## config.mk

```make
export PLATFORM = sky130hd
export DESIGN_NAME = fpro_top
export DESIGN_NICKNAME = d
export VERILOG_FILES = /design/src/logic/fpro_pkg.sv /design/src/logic/fpro_map.sv /design/src/logic/fpro_top.sv
export SDC_FILE = /design/constraint.sdc
export NUM_CORES = 1
export LEC_CHECK = 0
export BUFFER_PORTS_ARGS = -buffer_cell sky130_fd_sc_hd__buf_2
export CAP_MARGIN = 15
export CORE_UTILIZATION = 44
export DETAILED_ROUTE_END_ITERATION = 8
export GPL_TIMING_DRIVEN = 0
export PLACE_DENSITY = 0.85
export SYNTH_ARGS = -nofsm -noshare
export SYNTH_HDL_FRONTEND = slang
export SYNTH_HIERARCHICAL = 1
export SYNTH_SLANG_ARGS = --single-unit
```

## constraint.sdc

```tcl
create_clock -name i_mclk -period 3.05 [get_ports i_mclk]
set_clock_uncertainty 0.05 [all_clocks]
set_input_delay 0.305 -clock i_mclk [delete_from_list [all_inputs] [get_ports i_mclk]]
set_output_delay 0.305 -clock i_mclk [all_outputs]
set_load 0.05 [all_outputs]
```

## src/logic/fpro_pkg.sv

```systemverilog
/*
 * Shared constants for the flash protect and RAM overlay block:
 * register offsets and fields, the erase block map, the RAM window
 * and the operating mode type.
 * Assumes a 24-bit CPU address space and an APB register bus.
 */
package fpro_pkg;

    localparam int FPRO_AW = 24;
    localparam int FPRO_NBLK = 14;

    // register byte offsets on the APB bus
    localparam logic [11:0] FPRO_OFS_CTRL = 12'h000;
    localparam logic [11:0] FPRO_OFS_STAT = 12'h004;

    // flash system control fields
    localparam logic [7:0] FPRO_CTRL_RESET = 8'h00;
    localparam logic [7:0] FPRO_CTRL_WMASK = 8'h0F;
    localparam int FPRO_CTRL_EMUL_BIT = 3;
    localparam int FPRO_CTRL_AREA_LSB = 0;
    localparam int FPRO_CTRL_AREA_W = 3;

    // status register fields
    localparam int FPRO_STAT_MODE_LSB = 0;
    localparam int FPRO_STAT_PE_OK_BIT = 2;
    localparam int FPRO_STAT_DENIED_BIT = 3;
    localparam int FPRO_STAT_ROM_BIT = 4;

    // erase block map
    localparam logic [FPRO_AW-1:0] FPRO_SMALL_END = 24'h008000;
    localparam logic [FPRO_AW-1:0] FPRO_MID_END = 24'h010000;
    localparam logic [FPRO_AW-1:0] FPRO_FLASH_END = 24'h060000;
    localparam logic [FPRO_AW-1:0] FPRO_SMALL_SIZE = 24'h001000;
    localparam logic [FPRO_AW-1:0] FPRO_LARGE_SIZE = 24'h010000;
    localparam int FPRO_NSMALL = 8;

    // RAM emulation window
    localparam logic [FPRO_AW-1:0] FPRO_RAMWIN_BASE = 24'hFFDC00;
    localparam logic [FPRO_AW-1:0] FPRO_RAMWIN_LAST = 24'hFFEBFF;
    localparam int FPRO_WIN_AW = 12;

    // strap codes of the mode pins
    localparam logic [2:0] FPRO_PINS_PROM = 3'h0;
    localparam logic [2:0] FPRO_PINS_BOOT = 3'h1;

    typedef enum logic [1:0] {
        FPRO_MODE_USER,
        FPRO_MODE_USER_PROG,
        FPRO_MODE_BOOT,
        FPRO_MODE_PROM
    } fpro_mode_t;

    // first address of erase block i
    function automatic logic [FPRO_AW-1:0] fpro_blk_base(input int i);
        logic [FPRO_AW-1:0] base;
        base = FPRO_SMALL_SIZE * i[FPRO_AW-1:0];
        if (i == FPRO_NSMALL) begin
            base = FPRO_SMALL_END;
        end else if (i > FPRO_NSMALL) begin
            base = FPRO_LARGE_SIZE * (i[FPRO_AW-1:0] - 24'h000008);
        end
        return base;
    endfunction : fpro_blk_base

endpackage : fpro_pkg

```

## src/logic/fpro_map.sv

```systemverilog
/*
 * Erase block decoder: tells whether an address falls in flash and
 * which erase block holds it.
 * Assumes a 24-bit address; purely combinational.
 */
`timescale 1ns/1ps
module fpro_map (
    input wire logic [fpro_pkg::FPRO_AW-1:0] i_addr,
    output logic o_in_flash,
    output logic [3:0] o_block
);
    import fpro_pkg::*;

    logic [FPRO_NBLK-1:0] hit;

    // one comparator pair per erase block
    genvar g;
    generate
        for (g = 0; g < FPRO_NBLK; g++) begin : g_blk
            localparam logic [FPRO_AW-1:0] LO = fpro_blk_base(g);
            localparam logic [FPRO_AW-1:0] HI = (g == FPRO_NBLK - 1) ? FPRO_FLASH_END : fpro_blk_base(g + 1);
            assign hit[g] = (i_addr >= LO) && (i_addr < HI);
        end
    endgenerate

    // blocks never overlap, so a priority encode is a plain index
    always_comb begin
        o_in_flash = |hit;
        o_block = 4'h0;
        for (int i = 0; i < FPRO_NBLK; i++) begin
            if (hit[i]) begin
                o_block = i[3:0];
            end
        end
    end

endmodule : fpro_map

```

## src/logic/fpro_top.sv

```systemverilog
/*
 * Flash protect and RAM overlay controller: holds the flash system
 * control register, latches the flash operating mode at the first edge after reset release,
 * grants or refuses program/erase and redirects CPU accesses of the
 * overlaid erase block into the 4 KB RAM window.
 * Assumes an APB master, mode and write permit pins that are steady
 * around reset release, and a CPU access port that is synchronous
 * to i_mclk.
 */
// Local design decisions: the address map and register access over APB.
`timescale 1ns/1ps
module fpro_top #(
    parameter bit MASK_ROM = 1'b0,
    parameter logic [7:0] ROM_READ_VALUE = 8'h5A // arbitrary value
) (
    input wire logic i_mclk,
    input wire logic i_rst_n,
    input wire logic i_hw_standby,
    // APB slave
    input wire logic i_psel,
    input wire logic i_penable,
    input wire logic i_pwrite,
    input wire logic [11:0] i_paddr,
    input wire logic [31:0] i_pwdata,
    output logic [31:0] o_prdata,
    output logic o_pready,
    output logic o_pslverr,
    // strap pins
    input wire logic [2:0] i_mode_pins,
    input wire logic i_flash_write_permit_pin,
    // CPU access port
    input wire logic i_acc_valid,
    input wire logic i_acc_write,
    input wire logic i_acc_pe,
    input wire logic [fpro_pkg::FPRO_AW-1:0] i_acc_addr,
    // routed access
    output logic o_rt_valid,
    output logic o_rt_ram,
    output logic o_rt_flash,
    output logic o_rt_write,
    output logic [fpro_pkg::FPRO_AW-1:0] o_rt_addr,
    output logic [3:0] o_rt_block,
    output logic o_rt_pe_grant,
    output logic o_rt_pe_denied,
    // live state
    output logic o_emulation_select,
    output logic [1:0] o_flash_mode
);
    import fpro_pkg::*;

    // flash system control register
    logic [7:0] ctrl_reg;
    logic [7:0] ctrl_next;

    // strap capture
    logic strap_done_reg;
    logic strap_done_next;
    fpro_mode_t mode_reg;
    fpro_mode_t mode_next;

    // sticky refusal flag
    logic denied_reg;
    logic denied_next;

    // routed access pipeline
    logic rt_valid_reg;
    logic rt_valid_next;
    logic rt_ram_reg;
    logic rt_ram_next;
    logic rt_flash_reg;
    logic rt_flash_next;
    logic rt_write_reg;
    logic rt_write_next;
    logic [FPRO_AW-1:0] rt_addr_reg;
    logic [FPRO_AW-1:0] rt_addr_next;
    logic [3:0] rt_block_reg;
    logic [3:0] rt_block_next;
    logic rt_grant_reg;
    logic rt_grant_next;
    logic rt_denied_reg;
    logic rt_denied_next;

    // APB read data
    logic [31:0] prdata_reg;
    logic [31:0] prdata_next;

    // decode helpers
    logic apb_access;
    logic apb_wr;
    logic apb_rd;
    logic hit_ctrl;
    logic hit_stat;
    logic emul_sel;
    logic [FPRO_CTRL_AREA_W-1:0] area;
    logic in_flash;
    logic [3:0] block;
    logic mode_pe_ok;
    logic overlaid;
    logic in_ramwin;
    logic pe_try;
    logic pe_grant;
    logic pe_refuse;
    logic [7:0] stat_val;

    fpro_map u_map (
        .i_addr(i_acc_addr),
        .o_in_flash(in_flash),
        .o_block(block)
    );

    // bus decode: zero wait states, so every access phase completes
    assign apb_access = i_psel && i_penable;
    assign apb_wr = apb_access && i_pwrite;
    assign apb_rd = apb_access && !i_pwrite;
    assign hit_ctrl = (i_paddr == FPRO_OFS_CTRL);
    assign hit_stat = (i_paddr == FPRO_OFS_STAT);

    // control fields
    assign emul_sel = ctrl_reg[FPRO_CTRL_EMUL_BIT];
    assign area = ctrl_reg[FPRO_CTRL_AREA_LSB +: FPRO_CTRL_AREA_W];

    // the latched mode's share of the program and erase permission
    always_comb begin
        case (mode_reg)
            FPRO_MODE_USER: mode_pe_ok = 1'b0;
            FPRO_MODE_USER_PROG: mode_pe_ok = 1'b1;
            FPRO_MODE_BOOT: mode_pe_ok = 1'b1;
            FPRO_MODE_PROM: mode_pe_ok = 1'b1;
            default: mode_pe_ok = 1'b0;
        endcase
    end

    // overlay hit: only when emulating and the block matches the area
    assign overlaid = emul_sel && in_flash && (block == {1'b0, area});
    assign in_ramwin = (i_acc_addr >= FPRO_RAMWIN_BASE) && (i_acc_addr <= FPRO_RAMWIN_LAST);

    // emulation protects every block, whatever the mode allows
    assign pe_try = i_acc_valid && i_acc_pe;
    assign pe_grant = pe_try && in_flash && mode_pe_ok && !emul_sel;
    assign pe_refuse = pe_try && !pe_grant;

    // flash system control register next value
    always_comb begin
        ctrl_next = ctrl_reg;
        if (i_hw_standby) begin
            ctrl_next = FPRO_CTRL_RESET;
        end else if (apb_wr && hit_ctrl && !MASK_ROM) begin
            ctrl_next = i_pwdata[7:0] & FPRO_CTRL_WMASK;
        end
    end

    always_ff @(posedge i_mclk or negedge i_rst_n) begin
        if (!i_rst_n) begin
            ctrl_reg <= FPRO_CTRL_RESET;
        end else begin
            ctrl_reg <= ctrl_next;
        end
    end

    // mode is taken from the pins at the first edge after reset release
    always_comb begin
        strap_done_next = 1'b1;
        mode_next = mode_reg;
        if (!strap_done_reg) begin
            if (i_mode_pins == FPRO_PINS_PROM) begin
                mode_next = FPRO_MODE_PROM;
            end else if (!i_flash_write_permit_pin) begin
                mode_next = FPRO_MODE_USER;
            end else if (i_mode_pins == FPRO_PINS_BOOT) begin
                mode_next = FPRO_MODE_BOOT;
            end else begin
                mode_next = FPRO_MODE_USER_PROG;
            end
        end
    end

    // the pins are not looked at later, so a pin change needs a reset
    always_ff @(posedge i_mclk or negedge i_rst_n) begin
        if (!i_rst_n) begin
            strap_done_reg <= 1'b0;
            mode_reg <= FPRO_MODE_USER;
        end else begin
            strap_done_reg <= strap_done_next;
            mode_reg <= mode_next;
        end
    end

    // sticky refusal flag: a new refusal wins over a clear in the same cycle
    always_comb begin
        denied_next = denied_reg;
        if (apb_wr && hit_stat && i_pwdata[FPRO_STAT_DENIED_BIT]) begin
            denied_next = 1'b0;
        end
        if (pe_refuse) begin
            denied_next = 1'b1;
        end
    end

    always_ff @(posedge i_mclk or negedge i_rst_n) begin
        if (!i_rst_n) begin
            denied_reg <= 1'b0;
        end else begin
            denied_reg <= denied_next;
        end
    end

    // route each CPU access one cycle later
    always_comb begin
        rt_valid_next = i_acc_valid;
        rt_write_next = i_acc_write;
        rt_block_next = block;
        rt_grant_next = pe_grant;
        rt_denied_next = pe_refuse;
        rt_ram_next = 1'b0;
        rt_flash_next = 1'b0;
        rt_addr_next = i_acc_addr;
        if (i_acc_valid) begin
            if (overlaid && !i_acc_pe) begin
                rt_ram_next = 1'b1;
                // the window base is not 4 KB aligned, so the offset must be added, never or-ed
                rt_addr_next = FPRO_RAMWIN_BASE + {{(FPRO_AW - FPRO_WIN_AW){1'b0}}, i_acc_addr[FPRO_WIN_AW-1:0]};
            end else if (in_flash) begin
                rt_flash_next = !i_acc_pe || pe_grant;
            end else if (in_ramwin) begin
                rt_ram_next = 1'b1;
            end
        end
    end

    always_ff @(posedge i_mclk or negedge i_rst_n) begin
        if (!i_rst_n) begin
            rt_valid_reg <= 1'b0;
            rt_ram_reg <= 1'b0;
            rt_flash_reg <= 1'b0;
            rt_write_reg <= 1'b0;
            rt_addr_reg <= '0;
            rt_block_reg <= 4'h0;
            rt_grant_reg <= 1'b0;
            rt_denied_reg <= 1'b0;
        end else begin
            rt_valid_reg <= rt_valid_next;
            rt_ram_reg <= rt_ram_next;
            rt_flash_reg <= rt_flash_next;
            rt_write_reg <= rt_write_next;
            rt_addr_reg <= rt_addr_next;
            rt_block_reg <= rt_block_next;
            rt_grant_reg <= rt_grant_next;
            rt_denied_reg <= rt_denied_next;
        end
    end

    // status view of the block
    always_comb begin
        stat_val = 8'h00;
        stat_val[FPRO_STAT_MODE_LSB +: 2] = mode_reg;
        stat_val[FPRO_STAT_PE_OK_BIT] = mode_pe_ok && !emul_sel;
        stat_val[FPRO_STAT_DENIED_BIT] = denied_reg;
        stat_val[FPRO_STAT_ROM_BIT] = MASK_ROM;
    end

    // read data is registered in the setup cycle so it is ready at access
    always_comb begin
        prdata_next = prdata_reg;
        if (i_psel && !i_penable && !i_pwrite) begin
            prdata_next = 32'h0000_0000;
            if (hit_ctrl) begin
                prdata_next[7:0] = MASK_ROM ? ROM_READ_VALUE : ctrl_reg;
            end else if (hit_stat) begin
                prdata_next[7:0] = stat_val;
            end
        end
    end

    always_ff @(posedge i_mclk or negedge i_rst_n) begin
        if (!i_rst_n) begin
            prdata_reg <= 32'h0000_0000;
        end else begin
            prdata_reg <= prdata_next;
        end
    end

    // unmapped offsets answer with an error and leave all state alone
    assign o_pready = 1'b1;
    assign o_pslverr = apb_access && !(hit_ctrl || hit_stat);
    assign o_prdata = apb_rd ? prdata_reg : 32'h0000_0000;

    assign o_rt_valid = rt_valid_reg;
    assign o_rt_ram = rt_ram_reg;
    assign o_rt_flash = rt_flash_reg;
    assign o_rt_write = rt_write_reg;
    assign o_rt_addr = rt_addr_reg;
    assign o_rt_block = rt_block_reg;
    assign o_rt_pe_grant = rt_grant_reg;
    assign o_rt_pe_denied = rt_denied_reg;
    assign o_emulation_select = emul_sel;
    assign o_flash_mode = mode_reg;

endmodule : fpro_top

```

# Word-level counts from Yosys, hierarchy flattened
# Cells that the tools add are included.
# Widths: inputs -> output; s select.
# word_totals
mem_bits_ro,0
elab_cells,131
inputBits,81
memories,0
latch_bits,0
ff_bits,54
ramBits,0
out_inout_bits,71
# classes
muxes,33
div_mod_pow,0
bitwise,0
eq_ne,6
n_reduce_logical,48
mul,0
order_cmp,30
addsub,1
shift,0
# op_table
operator,n
$ge 24x15->1 const B,4
$lt 24x15->1 const B,4
$lt 24x19->1 const B,3
$ge 24x14->1 const B,2
$ge 24x18->1 const B,2
$ge 24x19->1 const B,2
$lt 24x14->1 const B,2
$lt 24x18->1 const B,2
$mux 24,2
$logic_and 1x1->1,33
$mux 8,4
$mux 4,7
$ge 24x1->1 const B,1
$ge 24x13->1 const B,1
$ge 24x16->1 const B,1
$ge 24x17->1 const B,1
$ge 24x24->1 const B,1
$le 24x24->1 const B,1
$lt 24x13->1 const B,1
$lt 24x16->1 const B,1
$lt 24x17->1 const B,1
$add 15x13->16 const A,1
$reduce_or 14->1,1
$eq 12x3->1 const B,1
15 further kinds,39

# Logic depth before layout (Yosys ltp)
# depth
ltp_word,20
depth_mapped,7
depth_no_buf,6

# Modules after synthesis
# The synthesis kept the hierarchy.
# modules_own_cells
module,instances,cells_per_inst,area_per_inst_um2
fpro_top,1,173,2025.7
fpro_map,1,15,106.4

# Least setup slack after synthesis
# OpenSTA, ideal clock, no wires.
# synth_path
path_type,input port to flip-flop
startpoint,input port i_acc_addr[15] (netlist name)
endpoint,register rt_addr_reg[12] (netlist: o_rt_addr[12])
arrival_ns,1.908
stages,6
slack_ns,0.967
required_time_ns,2.875
setup_ns,0.125
cell_sequence,or4_1 and4_1 nand4bb_1 nor4_2 nand2_2 mux2_2
# synth_via
word_cells_on_any_way,62
cone_classes,28 x order compare; 1 x eq/ne; 15 x mux; 18 x reduce/logical
# synth_lines
item,line,rtl
"start, declared",fpro_top.sv:35,"input wire logic [fpro_pkg::FPRO_AW-1:0] i_acc_addr,"
$ge 24x16->1 / $lt 24x17->1 (equally long branches),fpro_map.sv:22,assign hit[g] = (i_addr >= LO) && (i_addr < HI);
$logic_and 1x1->1,fpro_map.sv:22,
$mux 4 (5 in series),fpro_map.sv:31,if (hit[i]) begin
$mux 4 (*),fpro_map.sv:31,
named net block[3],fpro_top.sv:96,logic [3:0] block;
$eq 4x3->1 (*),fpro_top.sv:134,"assign overlaid = emul_sel && in_flash && (block == {1'b0, area});"
$logic_and 1x1->1 (*),fpro_top.sv:134,
$logic_and 1x1->1 (*),fpro_top.sv:218,if (overlaid && !i_acc_pe) begin
$mux 24 (*),fpro_top.sv:218,
$mux 24 (*),fpro_top.sv:217,if (i_acc_valid) begin
named net rt_addr_next[12],fpro_top.sv:75,logic [FPRO_AW-1:0] rt_addr_next;
"end signal, assigned",fpro_top.sv:245,rt_addr_reg <= rt_addr_next;
"end, declared",fpro_top.sv:74,logic [FPRO_AW-1:0] rt_addr_reg;
# The timed path passes the listed nets; every way through them passes the cells marked *.
# A chain may end at the register's enable or synchronous reset.

# Worst setup path in the final report
# layout_path
startpoint,input port i_acc_addr[15] (netlist name)
endpoint,register rt_addr_reg[11] (netlist: o_rt_addr[11])
# The elaborated chain is that of the path after synthesis.

==> flow_summary.ini <==
[logic_synthesis]
yosysSeqAreaShare_pct = 54.0
syn_inst = 188
synth.avg_cell_area_sq_um = 11.3
netlist_area_sq_um = 2130
yosys-top-cells-area = dfrtp_1, buf_4, mux2i_1
synth_edf_count = 0
synth_compound_area_share_pct = 6.28
synth_ff_type = dfrtp_1
yosys_warnings = 6
ys_types = 43
synthAdderAreaFrac_pct = 1.76
synthArstFlopShare_pct = 100
synth-seq-cells = 46
synth_xor_area_share_pct = 1.64
synth.top_cell.area_share_pct = 54.0
synth.largest_area_cell = dfrtp_1
synth_simple_gate_area_share_pct = 19.1
synthMuxAreaShare_pct = 5.22
synth_top_family_by_area = simple AND/OR/NAND/NOR gates

[critical_path]
crit_arrival_ns = 2.17
ff2ff_path_depth = 5
crit_path_max_fanout = 10
reg2reg_from = ctrl_reg[1]$_DFFE_PN0P_
start_kind = input pin
crit_start = i_acc_addr[15]
crit_required_ns = 3.17
worst_setup_path_end_kind = register
r2r-end = o_rt_addr[11]$_DFF_PN0_
ff2ff_setup_slack_ns = 1.48
crit_type = in -> reg

[floorplanning]
boundaryPins = 152
die_w_um = 71.6
die_y_um = 71.6
dieArea_sq_um = 5130
fp-row-count = 24
start_util_pct = 47.3
core_area_sq_um = 4500

[route]
viasPerCell = 4.58
final_antenna_net_count = 0
drt_iter0_markers = 90
wl_mm = 4.31
dr.pass1.iters = 4
drc = 0
vias = 1689
wl_per_cell_um = 11.7

[placed_design]
dp_slack_ns = 0.694
port_buffers = 93
dp_hpwl_mm = 3.52
gp_congestion = 0.864

[final_layout]
antennaDiodeCount = 0
nets = 400
layout-drive-gt1-share_pct = 43.2
syn_to_final_growth_pct = 34.3
largest_reg_flops = 24

[sta]
fin_crit_sh_pct = 67.2
rsz0062_at_grt = false
max_slew.worst_pin.slew_ns = 0.987
finalSetupViolCount = 0
min_period_ns = 2.05
final.setup.tns_ns = 0
max_slew_margin_pct = 34.2
fmax_mhz = 488
drv_slew = 0
final_hold_viol_count = 0
fin_ws_ns = 1.00

[worst_hold_path]
min_to = o_rt_addr[7]$_DFF_PN0_
worstHoldStart = i_acc_addr[7]
hp-class = in -> reg
whs_path_depth = 1

[global_routing]
grt_pass1_vias = 1543
antenna_found_initial = 0
grt_max_degree = 47
grt_usage_pct = 17.5
overflow = 0
grt_pass1_wl_mm = 7.00

[clocking]
h-tree-depth = 2
clk_pin_slew_ns = 0.08
cts-resized-gates = 0
postCtsSetupRepairBufs = 0
cts_sinks = 46
root_buffer = clkbuf_8
cts_buffer_depth = 2
cts_hold_buffers = 0
cts_tree = done
cts_buffers = 5
clk_latency_ns = 0.28

[run]
maxCapViolCount = 0

[power_and_ir_drop]
irDropWorstVdd_mv = 0.185
power_density_nw_per_um2 = 460
leakagePower_nw = 1.66

[outcome]
outcome = finished clean
==> how the worst max path moves through the flow <==
stage | slack, ns | to | cells past startpoint
after floorplan | 0.97 | o_rt_addr[12]$_DFF_PN0_ | 6
after global placement | 0.73 | o_rt_addr[12]$_DFF_PN0_ | 7
after detailed placement | 0.69 | o_rt_addr[11]$_DFF_PN0_ | 8
after CTS | 1.0 | o_rt_addr[11]$_DFF_PN0_ | 8
after global routing | 0.82 | o_rt_addr[11]$_DFF_PN0_ | 8
final | 1.00 | o_rt_addr[11]$_DFF_PN0_ | 8
==> Yosys cell counts (4+ instances only) <==
library cell,number
and2_1,4
buf_4,29
dfrtp_1,46
mux2i_1,10
nand2_1,12
nand3_1,4
nand4_1,4
nor2_1,9
nor3_1,4
nor4_1,4
o21ai_0,5
o31ai_1,4
or2b_1,10
==> worst max-delay path, stage by stage <==
cell,delay (ns)
buf_2,0.13
or4_1,0.50
and4_1,0.22
nand4bb_1,0.19
nor4_2,0.37
nand2_2,0.16
buf_6,0.17
mux2i_1,0.12
==> metrics by stage <==
step                cells  power [mW]  utilization [%]  area [sq um]  hold WS [ns]
global route          369        1.37             63.6          2860        0.0674
floorplan             216       0.872                -          2240       -0.0406
detailed placement    361       0.959             61.4          2770         0.373
global placement      361       0.955             61.4          2770         0.368
finish                369        1.32             63.6          2860        0.0800
CTS                   369        1.33             63.6          2860        0.0717
==> cell families after synthesis <==
group           Yosys count
flops                    46
simple gates             68
other cells               2
fa+ha+maj                 3
mux                      11
xor+xnor                  4
buf+inv                  35
compound gates           19
==> area by class of cell <==
type,instances,area [sq um]
repair buffers,93,465
well taps,52,65.1
clock buffers,6,82.6
multi-input cells,135,837
flip-flops and latches,46,1150
plain buffers,32,238
clock inverters,2,12.5
inverters,3,11.3
fillers,335,1640
==> placed cells by master, fill, tap and decap left out, drive strengths merged, types with 5 or more instances in the layout <==
cell	instances
buf	124
dfrtp	46
conb	30
nand2	13
or2b	10
mux2i	10
nor2	9
clkbuf	7
o21ai	5
nor4	5
==> layer usage <==
layer,GRT usage (%),share of wire (%),vias to the layer above
met5,0,0,-
met2,30.4,52,65
met1,21.2,40,765
met3,4.50,6.2,6
met4,6.10,1.9,0
li1,-,-,853
==> power breakdown <==
group | switching, mW | total (mW) | internal [mW]
clock network | 0.186 | 0.368 | 0.182
logic | 0.226 | 0.310 | 0.0840
registers | 0.00699 | 0.638 | 0.631
total | 0.419 | 1.32 | 0.897
No activity file was read; power rests on OpenSTA's default activity.
